## src/rtl/biphase_rx_pkg.sv

```systemverilog
// Constants shared by the biphase receiver status and rate monitor.
package biphase_rx_pkg;
  localparam int CLK_HZ = 40000000;
  localparam int CLK_MHZ = CLK_HZ / 1000000;
  localparam int REF_HZ = 24576000;
  // Reference counted as stopped after this long without an edge.
  localparam int REF_TMO_NS = 2000;
  localparam int REF_TMO_CYC = (REF_TMO_NS * CLK_MHZ + 999) / 1000;
  // Rate windows in Hz.
  localparam int FS32_LO_HZ = 31200;
  localparam int FS32_HI_HZ = 32800;
  localparam int FS44_LO_HZ = 43000;
  localparam int FS44_HI_HZ = 45200;
  localparam int FS48_LO_HZ = 46800;
  localparam int FS48_HI_HZ = 49200;
  // Reference edges per frame for each window.
  localparam int CNT32_MIN = (REF_HZ + FS32_HI_HZ - 1) / FS32_HI_HZ;
  localparam int CNT32_MAX = REF_HZ / FS32_LO_HZ;
  localparam int CNT44_MIN = (REF_HZ + FS44_HI_HZ - 1) / FS44_HI_HZ;
  localparam int CNT44_MAX = REF_HZ / FS44_LO_HZ;
  localparam int CNT48_MIN = (REF_HZ + FS48_HI_HZ - 1) / FS48_HI_HZ;
  localparam int CNT48_MAX = REF_HZ / FS48_LO_HZ;
  // Rate codes, bit 1 then bit 0.
  localparam logic [1:0] RATE_LL = 2'h0;
  localparam logic [1:0] RATE_LH = 2'h1;
  localparam logic [1:0] RATE_HL = 2'h2;
  localparam logic [1:0] RATE_HH = 2'h3;
  // Clock source modes.
  localparam logic [1:0] MODE_REC = 2'h0;
  localparam logic [1:0] MODE_REF = 2'h1;
  localparam logic [1:0] MODE_AUTO = 2'h2;
  // Frame counts and status bit frame indices.
  localparam int LOCK_FRAMES = 4;
  localparam int BLOCK_PULSE_FRAMES = 8;
  localparam int NPCM_IDX = 1;
  localparam int EMPHASIS_IDX = 3;
  // Register map.
  localparam logic [7:0] ADR_CTRL = 8'h00;
  localparam logic [7:0] ADR_STAT = 8'h04;
  localparam logic [7:0] ADR_MEAS = 8'h08;
  localparam logic [1:0] CTRL_RST = 2'h0;
  localparam int CTRL_MODE_LSB = 0;
  localparam int STAT_RATE_LSB = 0;
  localparam int STAT_SEEN = 2;
  localparam int STAT_ACT = 3;
  localparam int STAT_LOCK = 4;
  localparam int STAT_ERR = 5;
  localparam int STAT_NPCM = 6;
  localparam int STAT_EMPHASIS = 7;
  localparam int STAT_SRC_REF = 8;
endpackage : biphase_rx_pkg

```

## src/rtl/biphase_rx_status_fs_monitor.sv

```systemverilog
// Status flags, lock and error reporting, rate measurement and clock source.
//
// Summary of operation
// - Non-PCM flag follows status bit 1.
// - Emphasis flag follows status bit 3.
// - Flags come from left channel only.
// - Flags load only at block start and are held clear while unlocked.
// - Coding or length violation drops lock.
// - Missing preamble drops lock.
// - Error high when unlocked or parity error.
// - Error rises with transition, falls on frame.
// - PCM parity error repeats previous sample.
// - Non-PCM parity error passes data unchanged.
// - Rate measured by counting reference clock.
// - Grounded reference means no measurement.
// - No reference ever seen gives code LL.
// - Rate code never from status bits.
// - Windows map to HH, LL, LH.
// - Unlocked or out of range gives HL.
// - Stopped reference holds last result.
// - Three modes chosen by clock select.
// - Auto mode follows error output.
// - Reference mode mutes recovered data.
// - Reference mode without reference: no clocks.
// - Status outputs stay active in reference mode.
// - Reference mode clocks derive from reference.
`timescale 1ns/100ps
module biphase_rx_status_fs_monitor #(
  parameter int LOCK_FRAMES = biphase_rx_pkg::LOCK_FRAMES,
  parameter int CNT_W = 12
) (
  input wire logic clk_i,
  input wire logic rst_i,
  input wire logic ce_i,
  input wire logic wb_cyc_i,
  input wire logic wb_stb_i,
  input wire logic wb_we_i,
  input wire logic [7:0] wb_adr_i,
  input wire logic [3:0] wb_sel_i,
  input wire logic [31:0] wb_dat_i,
  output logic [31:0] wb_dat_o,
  output logic wb_ack_o,
  input wire logic reference_clock_in_i,
  input wire logic pll_lock_i,
  input wire logic frame_stb_i,
  input wire logic left_i,
  input wire logic block_i,
  input wire logic cs_bit_i,
  input wire logic parity_err_i,
  input wire logic coding_err_i,
  input wire logic preamble_err_i,
  input wire logic [23:0] sample_i,
  output logic [23:0] sample_o,
  output logic sample_valid_o,
  output logic sample_left_o,
  output logic nonpcm_flag_o,
  output logic emphasis_flag_out_o,
  output logic error_o,
  output logic clock_transition_pulse_o,
  output logic block_start_out_o,
  output logic [1:0] rate_code_out_o,
  output logic clk_src_ref_o,
  output logic clk_out_en_o,
  output logic frame_rate_clock_o,
  output logic ref_bit_clock_o
);

  localparam logic [7:0] TMO = 8'(biphase_rx_pkg::REF_TMO_CYC);
  localparam logic [3:0] LOCK_LAST = 4'(LOCK_FRAMES - 1);

  function automatic logic [1:0] classify(input logic [CNT_W-1:0] c);
    if (c >= CNT_W'(biphase_rx_pkg::CNT32_MIN) && c <= CNT_W'(biphase_rx_pkg::CNT32_MAX)) begin
      classify = biphase_rx_pkg::RATE_HH;
    end else if (c >= CNT_W'(biphase_rx_pkg::CNT44_MIN)
                 && c <= CNT_W'(biphase_rx_pkg::CNT44_MAX)) begin
      classify = biphase_rx_pkg::RATE_LL;
    end else if (c >= CNT_W'(biphase_rx_pkg::CNT48_MIN)
                 && c <= CNT_W'(biphase_rx_pkg::CNT48_MAX)) begin
      classify = biphase_rx_pkg::RATE_LH;
    end else begin
      classify = biphase_rx_pkg::RATE_HL;
    end
  endfunction : classify

  logic ref_s1_r, ref_s2_r, ref_s3_r;
  logic lock_s1_r, lock_s2_r;
  logic ref_edge, ref_act, fstb_l, blk_take, bad;
  logic [7:0] ref_idle_r;
  logic ref_seen_r;
  logic [CNT_W-1:0] meas_cnt_r, meas_last_r;
  logic meas_ok_r;
  logic [1:0] rate_r;
  logic lock_r, lock_nxt;
  logic [3:0] good_r;
  logic ct_r, err_r, err_nxt, par_seen_r;
  logic [7:0] fidx_r, cur_idx;
  logic sh_npcm_r, sh_emphasis_r, nonpcm_r, emphasis_r;
  logic [3:0] bpulse_r;
  logic [23:0] hold_l_r, hold_rt_r, sample_r, pick;
  logic valid_r, sleft_r, mute;
  logic [1:0] mode_r;
  logic use_ref;
  logic [7:0] ref_div_r;
  logic rec_fclk_r, fclk_r, bclk_r;
  logic ack_r;
  logic [31:0] rdat, dat_r;

  // Pins from other domains pass two flops first.
  always_ff @(posedge clk_i) begin
    if (rst_i) begin
      ref_s1_r <= 1'b0;
      ref_s2_r <= 1'b0;
      ref_s3_r <= 1'b0;
      lock_s1_r <= 1'b0;
      lock_s2_r <= 1'b0;
    end else if (ce_i) begin
      ref_s1_r <= reference_clock_in_i;
      ref_s2_r <= ref_s1_r;
      ref_s3_r <= ref_s2_r;
      lock_s1_r <= pll_lock_i;
      lock_s2_r <= lock_s1_r;
    end
  end

  assign ref_edge = ref_s2_r & ~ref_s3_r;
  assign ref_act = ref_idle_r < TMO;
  assign fstb_l = frame_stb_i & left_i;
  assign blk_take = fstb_l & block_i;
  assign cur_idx = block_i ? 8'h00 : fidx_r;

  // Grounded reference never counts as present.
  always_ff @(posedge clk_i) begin
    if (rst_i) begin
      ref_idle_r <= TMO;
      ref_seen_r <= 1'b0;
      ref_div_r <= 8'h00;
    end else if (ce_i) begin
      if (ref_edge) begin
        ref_idle_r <= 8'h00;
        ref_seen_r <= 1'b1;
        ref_div_r <= ref_div_r + 8'h01;
      end else if (ref_idle_r < TMO) begin
        ref_idle_r <= ref_idle_r + 8'h01;
      end
    end
  end

  always_ff @(posedge clk_i) begin
    if (rst_i) begin
      meas_cnt_r <= '0;
      meas_last_r <= '0;
      meas_ok_r <= 1'b0;
      rate_r <= biphase_rx_pkg::RATE_HL;
    end else if (ce_i) begin
      if (fstb_l) begin
        meas_cnt_r <= ref_edge ? CNT_W'(1) : '0;
        meas_ok_r <= ref_act;
        if (ref_act && meas_ok_r) begin
          meas_last_r <= meas_cnt_r;
          rate_r <= classify(meas_cnt_r);
        end
      end else if (!ref_act) begin
        meas_ok_r <= 1'b0;
      end else if (ref_edge && meas_cnt_r != '1) begin
        meas_cnt_r <= meas_cnt_r + CNT_W'(1);
      end
    end
  end

  // No reference since reset gives LL.
  always_comb begin
    if (!ref_seen_r) begin
      rate_code_out_o = biphase_rx_pkg::RATE_LL;
    end else if (!lock_r) begin
      rate_code_out_o = biphase_rx_pkg::RATE_HL;
    end else begin
      rate_code_out_o = rate_r;
    end
  end

  assign bad = coding_err_i | preamble_err_i | ~lock_s2_r;

  always_comb begin
    lock_nxt = lock_r;
    if (bad) begin
      lock_nxt = 1'b0;
    end else if (fstb_l && good_r == LOCK_LAST) begin
      lock_nxt = 1'b1;
    end
  end

  // Error is unlock or parity fault.
  always_comb begin
    err_nxt = err_r;
    if (!lock_nxt || (frame_stb_i && parity_err_i)) begin
      err_nxt = 1'b1;
    // Falls only on a frame edge.
    end else if (fstb_l && !par_seen_r) begin
      err_nxt = 1'b0;
    end
  end

  always_ff @(posedge clk_i) begin
    if (rst_i) begin
      lock_r <= 1'b0;
      good_r <= 4'h0;
      ct_r <= 1'b0;
      err_r <= 1'b1;
      par_seen_r <= 1'b0;
    end else if (ce_i) begin
      lock_r <= lock_nxt;
      if (bad || lock_r) begin
        good_r <= 4'h0;
      end else if (fstb_l && good_r != LOCK_LAST) begin
        good_r <= good_r + 4'h1;
      end
      // Transition pulse and error rise share an edge.
      ct_r <= lock_nxt != lock_r;
      err_r <= err_nxt;
      if (frame_stb_i && parity_err_i) begin
        par_seen_r <= 1'b1;
      end else if (fstb_l) begin
        par_seen_r <= 1'b0;
      end
    end
  end

  // Status capture on left frames only.
  always_ff @(posedge clk_i) begin
    if (rst_i) begin
      fidx_r <= 8'h00;
      sh_npcm_r <= 1'b0;
      sh_emphasis_r <= 1'b0;
      nonpcm_r <= 1'b0;
      emphasis_r <= 1'b0;
      bpulse_r <= 4'h0;
    end else if (ce_i) begin
      if (fstb_l) begin
        fidx_r <= cur_idx + 8'h01;
        if (cur_idx == 8'(biphase_rx_pkg::NPCM_IDX)) begin
          sh_npcm_r <= cs_bit_i;
        end
        if (cur_idx == 8'(biphase_rx_pkg::EMPHASIS_IDX)) begin
          sh_emphasis_r <= cs_bit_i;
        end
        if (block_i) begin
          bpulse_r <= 4'(biphase_rx_pkg::BLOCK_PULSE_FRAMES);
        end else if (bpulse_r != 4'h0) begin
          bpulse_r <= bpulse_r - 4'h1;
        end
      end
      if (!lock_nxt) begin
        nonpcm_r <= 1'b0;
        emphasis_r <= 1'b0;
      // While locked, outputs move only at block start.
      end else if (blk_take) begin
        nonpcm_r <= sh_npcm_r;
        emphasis_r <= sh_emphasis_r;
      end
    end
  end

  // Recovered data muted in reference source.
  assign mute = use_ref | ~lock_r;

  always_comb begin
    pick = sample_i;
    // PCM parity fault repeats last good sample.
    if (parity_err_i && !nonpcm_r) begin
      pick = left_i ? hold_l_r : hold_rt_r;
    end
  end

  always_ff @(posedge clk_i) begin
    if (rst_i) begin
      hold_l_r <= 24'h000000;
      hold_rt_r <= 24'h000000;
      sample_r <= 24'h000000;
      valid_r <= 1'b0;
      sleft_r <= 1'b0;
    end else if (ce_i) begin
      valid_r <= frame_stb_i;
      if (frame_stb_i) begin
        sleft_r <= left_i;
        sample_r <= mute ? 24'h000000 : pick;
        if (!parity_err_i && left_i) begin
          hold_l_r <= sample_i;
        end
        if (!parity_err_i && !left_i) begin
          hold_rt_r <= sample_i;
        end
      end
    end
  end

  // Mode set by the clock select field.
  // Auto mode steered by error state.
  always_comb begin
    case (mode_r)
      biphase_rx_pkg::MODE_REF: use_ref = 1'b1;
      biphase_rx_pkg::MODE_AUTO: use_ref = err_r;
      default: use_ref = 1'b0;
    endcase
  end

  assign clk_out_en_o = ~use_ref | ref_act;

  // Reference clocks divided from reference edges.
  always_ff @(posedge clk_i) begin
    if (rst_i) begin
      rec_fclk_r <= 1'b0;
      fclk_r <= 1'b0;
      bclk_r <= 1'b0;
    end else if (ce_i) begin
      if (frame_stb_i) begin
        rec_fclk_r <= left_i;
      end
      if (!clk_out_en_o) begin
        fclk_r <= 1'b0;
        bclk_r <= 1'b0;
      end else begin
        fclk_r <= use_ref ? ref_div_r[7] : rec_fclk_r;
        bclk_r <= use_ref & ref_div_r[1];
      end
    end
  end

  always_comb begin
    rdat = 32'h00000000;
    case (wb_adr_i)
      biphase_rx_pkg::ADR_CTRL: rdat[biphase_rx_pkg::CTRL_MODE_LSB +: 2] = mode_r;
      biphase_rx_pkg::ADR_STAT: begin
        rdat[biphase_rx_pkg::STAT_RATE_LSB +: 2] = rate_code_out_o;
        rdat[biphase_rx_pkg::STAT_SEEN] = ref_seen_r;
        rdat[biphase_rx_pkg::STAT_ACT] = ref_act;
        rdat[biphase_rx_pkg::STAT_LOCK] = lock_r;
        rdat[biphase_rx_pkg::STAT_ERR] = err_r;
        rdat[biphase_rx_pkg::STAT_NPCM] = nonpcm_r;
        rdat[biphase_rx_pkg::STAT_EMPHASIS] = emphasis_r;
        rdat[biphase_rx_pkg::STAT_SRC_REF] = use_ref;
      end
      biphase_rx_pkg::ADR_MEAS: rdat[CNT_W-1:0] = meas_last_r;
      default: rdat = 32'h00000000;
    endcase
  end

  // Classic single-cycle slave: ack one cycle after the strobe, unmapped reads zero.
  always_ff @(posedge clk_i) begin
    if (rst_i) begin
      ack_r <= 1'b0;
      dat_r <= 32'h00000000;
      mode_r <= biphase_rx_pkg::CTRL_RST;
    end else if (ce_i) begin
      ack_r <= wb_cyc_i & wb_stb_i & ~ack_r;
      if (wb_cyc_i && wb_stb_i && !ack_r) begin
        dat_r <= rdat;
        if (wb_we_i && wb_sel_i[0] && wb_adr_i == biphase_rx_pkg::ADR_CTRL) begin
          mode_r <= wb_dat_i[biphase_rx_pkg::CTRL_MODE_LSB +: 2];
        end
      end
    end
  end

  assign wb_ack_o = ack_r;
  assign wb_dat_o = dat_r;
  // Flag, error and pulse outputs do not depend on mode; sample, source and clock outputs do.
  assign error_o = err_r;
  assign clock_transition_pulse_o = ct_r;
  assign block_start_out_o = lock_r & (bpulse_r != 4'h0);
  assign nonpcm_flag_o = nonpcm_r;
  assign emphasis_flag_out_o = emphasis_r;
  assign sample_o = sample_r;
  assign sample_valid_o = valid_r;
  assign sample_left_o = sleft_r;
  assign clk_src_ref_o = use_ref;
  assign frame_rate_clock_o = fclk_r;
  assign ref_bit_clock_o = bclk_r;

  AST_NPCM_AT_BLOCK: assert property (@(posedge clk_i) disable iff (rst_i)
    ce_i && !blk_take |=> $stable(nonpcm_r) || !lock_r)
    else $error("non-PCM flag moved outside block start");

  AST_EMPHASIS_LOAD: assert property (@(posedge clk_i) disable iff (rst_i)
    ce_i && blk_take && lock_nxt |=> emphasis_r == $past(sh_emphasis_r))
    else $error("emphasis flag not loaded from shadow");

  AST_CODING_UNLOCK: assert property (@(posedge clk_i) disable iff (rst_i)
    ce_i && coding_err_i |=> !lock_r && err_r)
    else $error("coding error did not drop lock");

  AST_PREAMBLE_UNLOCK: assert property (@(posedge clk_i) disable iff (rst_i)
    ce_i && preamble_err_i |=> !lock_r)
    else $error("missing preamble did not drop lock");

  AST_ERR_RISE_CT: assert property (@(posedge clk_i) disable iff (rst_i)
    $fell(lock_r) |-> ct_r && err_r)
    else $error("unlock without transition pulse and error");

  AST_ERR_FALL_FRAME: assert property (@(posedge clk_i) disable iff (rst_i)
    $fell(err_r) |-> $past(fstb_l) && lock_r)
    else $error("error fell away from a frame edge");

  AST_CONCEAL_PCM: assert property (@(posedge clk_i) disable iff (rst_i)
    ce_i && frame_stb_i && left_i && parity_err_i && !nonpcm_r && !mute
    |=> sample_r == $past(hold_l_r))
    else $error("PCM parity error not concealed");

  AST_PASS_NONPCM: assert property (@(posedge clk_i) disable iff (rst_i)
    ce_i && frame_stb_i && parity_err_i && nonpcm_r && !mute |=> sample_r == $past(sample_i))
    else $error("non-PCM data altered on parity error");

  AST_NO_REF_LL: assert property (@(posedge clk_i) disable iff (rst_i)
    !ref_seen_r |-> rate_code_out_o == biphase_rx_pkg::RATE_LL)
    else $error("rate code not LL without reference");

  AST_UNLOCK_HL: assert property (@(posedge clk_i) disable iff (rst_i)
    ref_seen_r && !lock_r |-> rate_code_out_o == biphase_rx_pkg::RATE_HL)
    else $error("rate code not HL while unlocked");

  AST_REF_MUTE: assert property (@(posedge clk_i) disable iff (rst_i)
    ce_i && frame_stb_i && mode_r == biphase_rx_pkg::MODE_REF |=> sample_r == 24'h000000)
    else $error("data not muted in reference mode");

endmodule : biphase_rx_status_fs_monitor

```

## config.mk

```make
export PLATFORM = sky130hd
export DESIGN_NAME = biphase_rx_status_fs_monitor
export DESIGN_NICKNAME = d
export VERILOG_FILES = /design/src/rtl/biphase_rx_pkg.sv /design/src/rtl/biphase_rx_status_fs_monitor.sv
export SDC_FILE = /design/constraint.sdc
export NUM_CORES = 1
export LEC_CHECK = 0
export BUFFER_PORTS_ARGS = -buffer_cell sky130_fd_sc_hd__buf_2
export CAP_MARGIN = 20
export CORE_UTILIZATION = 59
export CTS_CLUSTER_SIZE = 40
export DETAILED_ROUTE_END_ITERATION = 12
export GPL_ROUTABILITY_DRIVEN = 0
export PLACE_DENSITY = 0.85
export SLEW_MARGIN = 20
export SYNTH_ARGS = -nofsm -noshare
export SYNTH_HDL_FRONTEND = slang
export SYNTH_SLANG_ARGS = --single-unit
```

## constraint.sdc

```tcl
create_clock -name clk_i -period 5.2 [get_ports clk_i]
set_input_delay 0.52 -clock clk_i [delete_from_list [all_inputs] [get_ports clk_i]]
set_output_delay 0.52 -clock clk_i [all_outputs]
set_load 0.1 [all_outputs]
```

# Yosys cells after proc, flatten, opt, wreduce, memory -nomap -nowiden
# Cells that the tools add are included.
# W data, S select, Z words.
dict set report totals {
  ff_bits 164
  in_bits 83
  out_inout_bits 70
  word_cells 163
}
dict set report op_classes {
  addsub 6
  magnitude_cmp 7
  eq_ne 12
  n_mux 38
  bitwise_logic 16
  reduce_logical 51
}
# operator n
set op_table {}
lappend op_table {{$mux W24} 3}
lappend op_table {{$le A12 B10 Y1 const B} 3}
lappend op_table {{$mux W12} 3}
lappend op_table {{$add A8 B1 Y8 const B} 3}
lappend op_table {{$ge A12 B10 Y1 const B} 2}
lappend op_table {{$mux W8} 3}
lappend op_table {{$reduce_and A3 Y1} 8}
lappend op_table {{$reduce_and A2 Y1} 10}
lappend op_table {{$logic_and A1 B1 Y1} 16}
lappend op_table {{$mux W1} 16}
lappend op_table {{$mux W4} 4}
lappend op_table {{$pmux W7 S2} 1}
lappend op_table {{$reduce_bool A2 Y1} 7}
lappend op_table {{$add A12 B1 Y12 const B} 1}
lappend op_table {{$ge A12 B9 Y1 const B} 1}
lappend op_table {{$ne A12 B12 Y1 const B} 1}
lappend op_table {{$mux W2} 5}
lappend op_table {{$eq A8 B1 Y1 const B} 1}
lappend op_table {{$eq A8 B2 Y1 const B} 1}
lappend op_table {{$eq A8 B3 Y1 const B} 1}
lappend op_table {{$eq A8 B4 Y1 const B} 1}
lappend op_table {{$logic_not A8 Y1} 1}
lappend op_table {{$lt A8 B7 Y1 const B} 1}
lappend op_table {{$and A1 B1 Y1} 7}
lappend op_table {{17 further kinds} 30}

# Depth between registers and ports, before layout
dict set report depth {
  depth_word 8
  ltp_mapped 8
  mapped_depth_nobuf 7
}

# Worst setup path before layout
# OpenSTA, ideal clock, no wires.
dict set report synth_timing {
  path_type {reg-to-output}
  from {register err_r, in the netlist error_o}
  to {output clk_out_en_o}
  t_arrival_ps 3642
  t_required_ps 4680
  setup_slack_ps 1038
  path_stages_with_launch 4
  path_buffers 0
  path_cell_list {dfxtp_1 -> a21oi_1 -> nor2_1 -> nand2_1}
}
dict set report synth_between {
  elab_chain_cells 3
}
# element line_no
set synth_lines {}
lappend synth_lines {{from (decl)} biphase_rx_status_fs_monitor.sv:95} ;# logic ct_r, err_r, err_nxt, par_seen_r;
lappend synth_lines {{from (signal assigned)} biphase_rx_status_fs_monitor.sv:219} ;# err_r <= err_nxt;
lappend synth_lines {{$pmux W1 S2} biphase_rx_status_fs_monitor.sv:299} ;# case (mode_r)
lappend synth_lines {{net clk_src_ref_o} biphase_rx_status_fs_monitor.sv:62} ;# output logic clk_src_ref_o,
lappend synth_lines {{$not A1 Y1} biphase_rx_status_fs_monitor.sv:306} ;# assign clk_out_en_o = ~use_ref | ref_act;
lappend synth_lines {{$or A1 B1 Y1} biphase_rx_status_fs_monitor.sv:306}
lappend synth_lines {{to (decl)} biphase_rx_status_fs_monitor.sv:63} ;# output logic clk_out_en_o,
# The timed path passes the listed nets, and every way through them passes these cells.

# Worst setup path after layout
dict set report layout_timing {
  from {input ce_i}
  to {register rate_r[1]}
}
dict set report layout_between {
  elab_chain_cells 1
}
# element line_no
set layout_lines {}
lappend layout_lines {{from (decl)} biphase_rx_status_fs_monitor.sv:34} ;# input wire logic ce_i,
lappend layout_lines {{$reduce_and A3 Y1 (no line)} -}
lappend layout_lines {{to (signal assigned)} biphase_rx_status_fs_monitor.sv:153} ;# rate_r <= biphase_rx_pkg::RATE_HL;
lappend layout_lines {{to (signal assigned)} biphase_rx_status_fs_monitor.sv:160} ;# rate_r <= classify(meas_cnt_r);
lappend layout_lines {{to (decl)} biphase_rx_status_fs_monitor.sv:92} ;# logic [1:0] rate_r;
# Every way passes these cells.
# A chain may end at the register's enable or synchronous reset.

==> impl_metrics.py <==
metrics = {
    "die": {
        "ioPinCount": 153,
        "die_w_um": 115.6,
        "die_area_um2": 13370,
        "rows": 41,
        "die_h_um": 115.6,
        "core_um2": 12620,
        "start_util_pct": 60.36,
    },
    "clock_network": {
        "numCtsBuffers": 17,
        "cts_resized": 0,
        "cts_buffer_depth": 2,
        "clk_pin_slew_ps": 60,
        "clock_sinks": 164,
        "clock_latency_ps": 430,
        "htreeDepth": 4,
        "postCtsSetupBuffers": 0,
        "tritoncts": "built",
        "ctsHoldBuffers": 0,
        "cts-root-buf": "clkbuf_16",
    },
    "route": {
        "firstDrtPassIters": 5,
        "wl_per_cell_um": 15.29,
        "via_per_inst": 5.874,
        "drc": 0,
        "routed_wl_mm": 17.89,
        "drtIter0Drc": 605,
        "vias": 6872,
        "detail-route-antenna-nets": 0,
    },
    "global_routing": {
        "antenna_found_initial": 0,
        "grt_overflow": 0,
        "grt_max_degree": 60,
        "grt_pass1_wl_mm": 29.06,
        "grt_pass1_vias": 5970,
        "grtUsageTotal_pct": 27.40,
    },
    "yosys": {
        "avgSynthCellArea_um2": 8.182,
        "synth_edf_count": 0,
        "yosysSeqAreaShare_pct": 43.10,
        "synth-main-ff-cell": "dfxtp_1",
        "synth_area_um2": 7617,
        "ys_seq_elements": 164,
        "yosys_warnings": 0,
        "netlist_instances": 931,
        "yosysUniqueCellTypes": 60,
        "async_reset_ff_share_pct": 0,
    },
    "timing": {
        "finalSetupTns_ps": 0,
        "setup_viol": 0,
        "tightest_slew_ps": 1103,
        "period_minus_slack_ps": 2784,
        "fmax_mhz": 359.2,
        "grt_setup_unrepaired": "no",
        "fin_crit_sh_pct": 53.54,
        "slew_violations": 0,
        "slew_headroom_pct": 25.79,
        "final_hold_viol_count": 0,
        "finalClockSkew_ps": 5.395,
    },
    "power": {
        "ir_drop_v": 0.0002084,
        "p_total_mw": 2.680,
        "leakage_nw": 3.448,
        "cellPowerDensity_nw_per_um2": 311.6,
    },
    "layout": {
        "diodes": 0,
        "post-route-util_pct": 68.13,
        "layout_commonest_cell": "nand2_1",
        "layout.nets": 1082,
        "final_cell_mix": "184 x nand2_1, 164 x dfxtp_1, 115 x a21oi_1, 98 x buf_2, 57 x nor2_1",
        "area_delta_synth_final_pct": 12.88,
        "drive_gt1_share_pct": 14.73,
    },
    "worst_hold_path": {
        "hold_path_class": "primary input to register",
    },
    "critical_path": {
        "path_cells": "buf_2, inv_1, or4_1, a221oi_1, a221o_1",
        "start_kind": "primary input",
        "arrival_ps": 3160,
        "slowest_delay_ps": 980,
        "worstPathRequired_ps": 5570,
        "path_max_fanout": 31,
        "slowest_stage": "or4_1",
        "endpoint_kind": "register",
        "critPathKind": "primary input to register",
    },
    "run_status": {
        "status": "finished, final reports clean",
    },
    "run": {
        "cap_violations": 0,
    },
    "place": {
        "hpwlAfterDp_mm": 11.52,
        "io_buffers": 99,
    },
}
==> synthesized netlist by cell type (3+ instances only) <==
| master | count | area (um^2) |
|---|---|---|
| a211oi_1 | 4 | 30.03 |
| a21oi_1 | 116 | 580.6 |
| a22o_1 | 5 | 43.79 |
| a311oi_1 | 3 | 26.28 |
| a31oi_1 | 9 | 56.30 |
| a41o_1 | 4 | 40.04 |
| and2_1 | 3 | 18.77 |
| and3_1 | 8 | 50.05 |
| buf_1 | 5 | 18.77 |
| buf_2 | 10 | 50.05 |
| buf_4 | 21 | 157.7 |
| clkbuf_1 | 54 | 202.7 |
| dfxtp_1 | 164 | 3283 |
| ha_1 | 14 | 175.2 |
| inv_1 | 14 | 52.55 |
| mux2i_1 | 50 | 500.5 |
| nand2_1 | 184 | 690.7 |
| nand2b_1 | 11 | 68.82 |
| nand3_1 | 25 | 125.1 |
| nand3b_1 | 5 | 37.54 |
| nand4_1 | 16 | 100.1 |
| nand4b_1 | 4 | 35.03 |
| nor2_1 | 57 | 214.0 |
| nor2b_1 | 6 | 37.54 |
| nor3_1 | 12 | 60.06 |
| nor3b_1 | 7 | 52.55 |
| nor4_1 | 9 | 56.30 |
| o211ai_1 | 26 | 195.2 |
| o21ai_0 | 18 | 90.09 |
| o32ai_1 | 4 | 35.03 |
| or3_1 | 8 | 50.05 |
| or4_1 | 6 | 45.04 |
| or4b_1 | 3 | 30.03 |
| xnor2_1 | 4 | 35.03 |
| xor2_1 | 7 | 61.31 |
==> metrics by stage <==
stage	worst slack, ps	hold slack (ps)	std cells	instance area (um^2)
after floorplan	1038	435.7	950	7689
after global placement	2031	437.8	1138	8041
after detailed placement	2015	442.1	1138	8041
after CTS	2459	315.4	1170	8596
after global routing	2244	327.2	1170	8598
final	2416	320.5	1170	8598
==> final timing paths <==
check / end / slack [ps] / from / depth (start not counted)
setup reg to reg: meas_cnt_r[11] / 2770 / ref_s2_r / 4
hold reg to reg: wb_dat_o[3] / 450 / wb_dat_o[3] / 2
hold / removal: mode_r[0] / 320 / wb_dat_i[0] / 3
setup / recovery: rate_r[1] / 2420 / ce_i / 5
==> sequential cells by signal, indices dropped and copies added, names as in the netlist, 2 cells and up <==
| name | count |
|---|---|
| good_r | 4 |
| mode_r | 2 |
| meas_last_r | 12 |
| ref_div_r | 8 |
| hold_l_r | 24 |
| fidx_r | 8 |
| ref_idle_r | 8 |
| sample_o | 24 |
| rate_r | 2 |
| bpulse_r | 4 |
| wb_dat_o | 12 |
| hold_rt_r | 24 |
| meas_cnt_r | 12 |
==> report_power, final <==
| group | leakage (nW) | switching [mW] | internal (mW) |
|---|---|---|---|
| sequential | 1.32 | 0.00943 | 1.27 |
| clock | 0.264 | 0.530 | 0.643 |
| combinational | 1.86 | 0.178 | 0.0479 |
==> kinds of logic (layout without fill, tap and decap cells) <==
logic type | after synthesis | count (layout) | share of synthesized area (%)
compound gates | 215 | 215 | 17.48
xor+xnor | 11 | 11 | 1.265
fa+ha+maj | 14 | 14 | 2.300
buf+inv | 104 | 152 | 6.324
flops | 164 | 164 | 43.10
mux | 50 | 50 | 6.570
other cells | 1 | 20 | 0.04923
simple gates | 372 | 372 | 22.91
==> critical path, delay by kind of cell <==
kind | cells | cell delay [ps]
simple gates | 1 | 980
buf+inv | 2 | 940
compound gates | 2 | 710
==> routing by layer <==
layer	up-vias	global-route usage (%)	part of all wire [%]
li1	3359	-	-
met1	3244	36.25	44
met2	240	44.15	47
met3	29	6.433	6.7
met4	0	9.231	1.8
met5	-	0	0
==> layout make-up <==
| cell class | count | area, um^2 |
|---|---|---|
| sequential | 164 | 3283 |
| clock inverter | 12 | 97.59 |
| fill | 1056 | 4021 |
| multi-input combinational | 682 | 3943 |
| timing repair buffer | 106 | 550.5 |
| clock buffer | 20 | 456.7 |
| tap | 172 | 215.2 |
| inverter | 14 | 52.55 |
(Power assumes the default switching activity.)
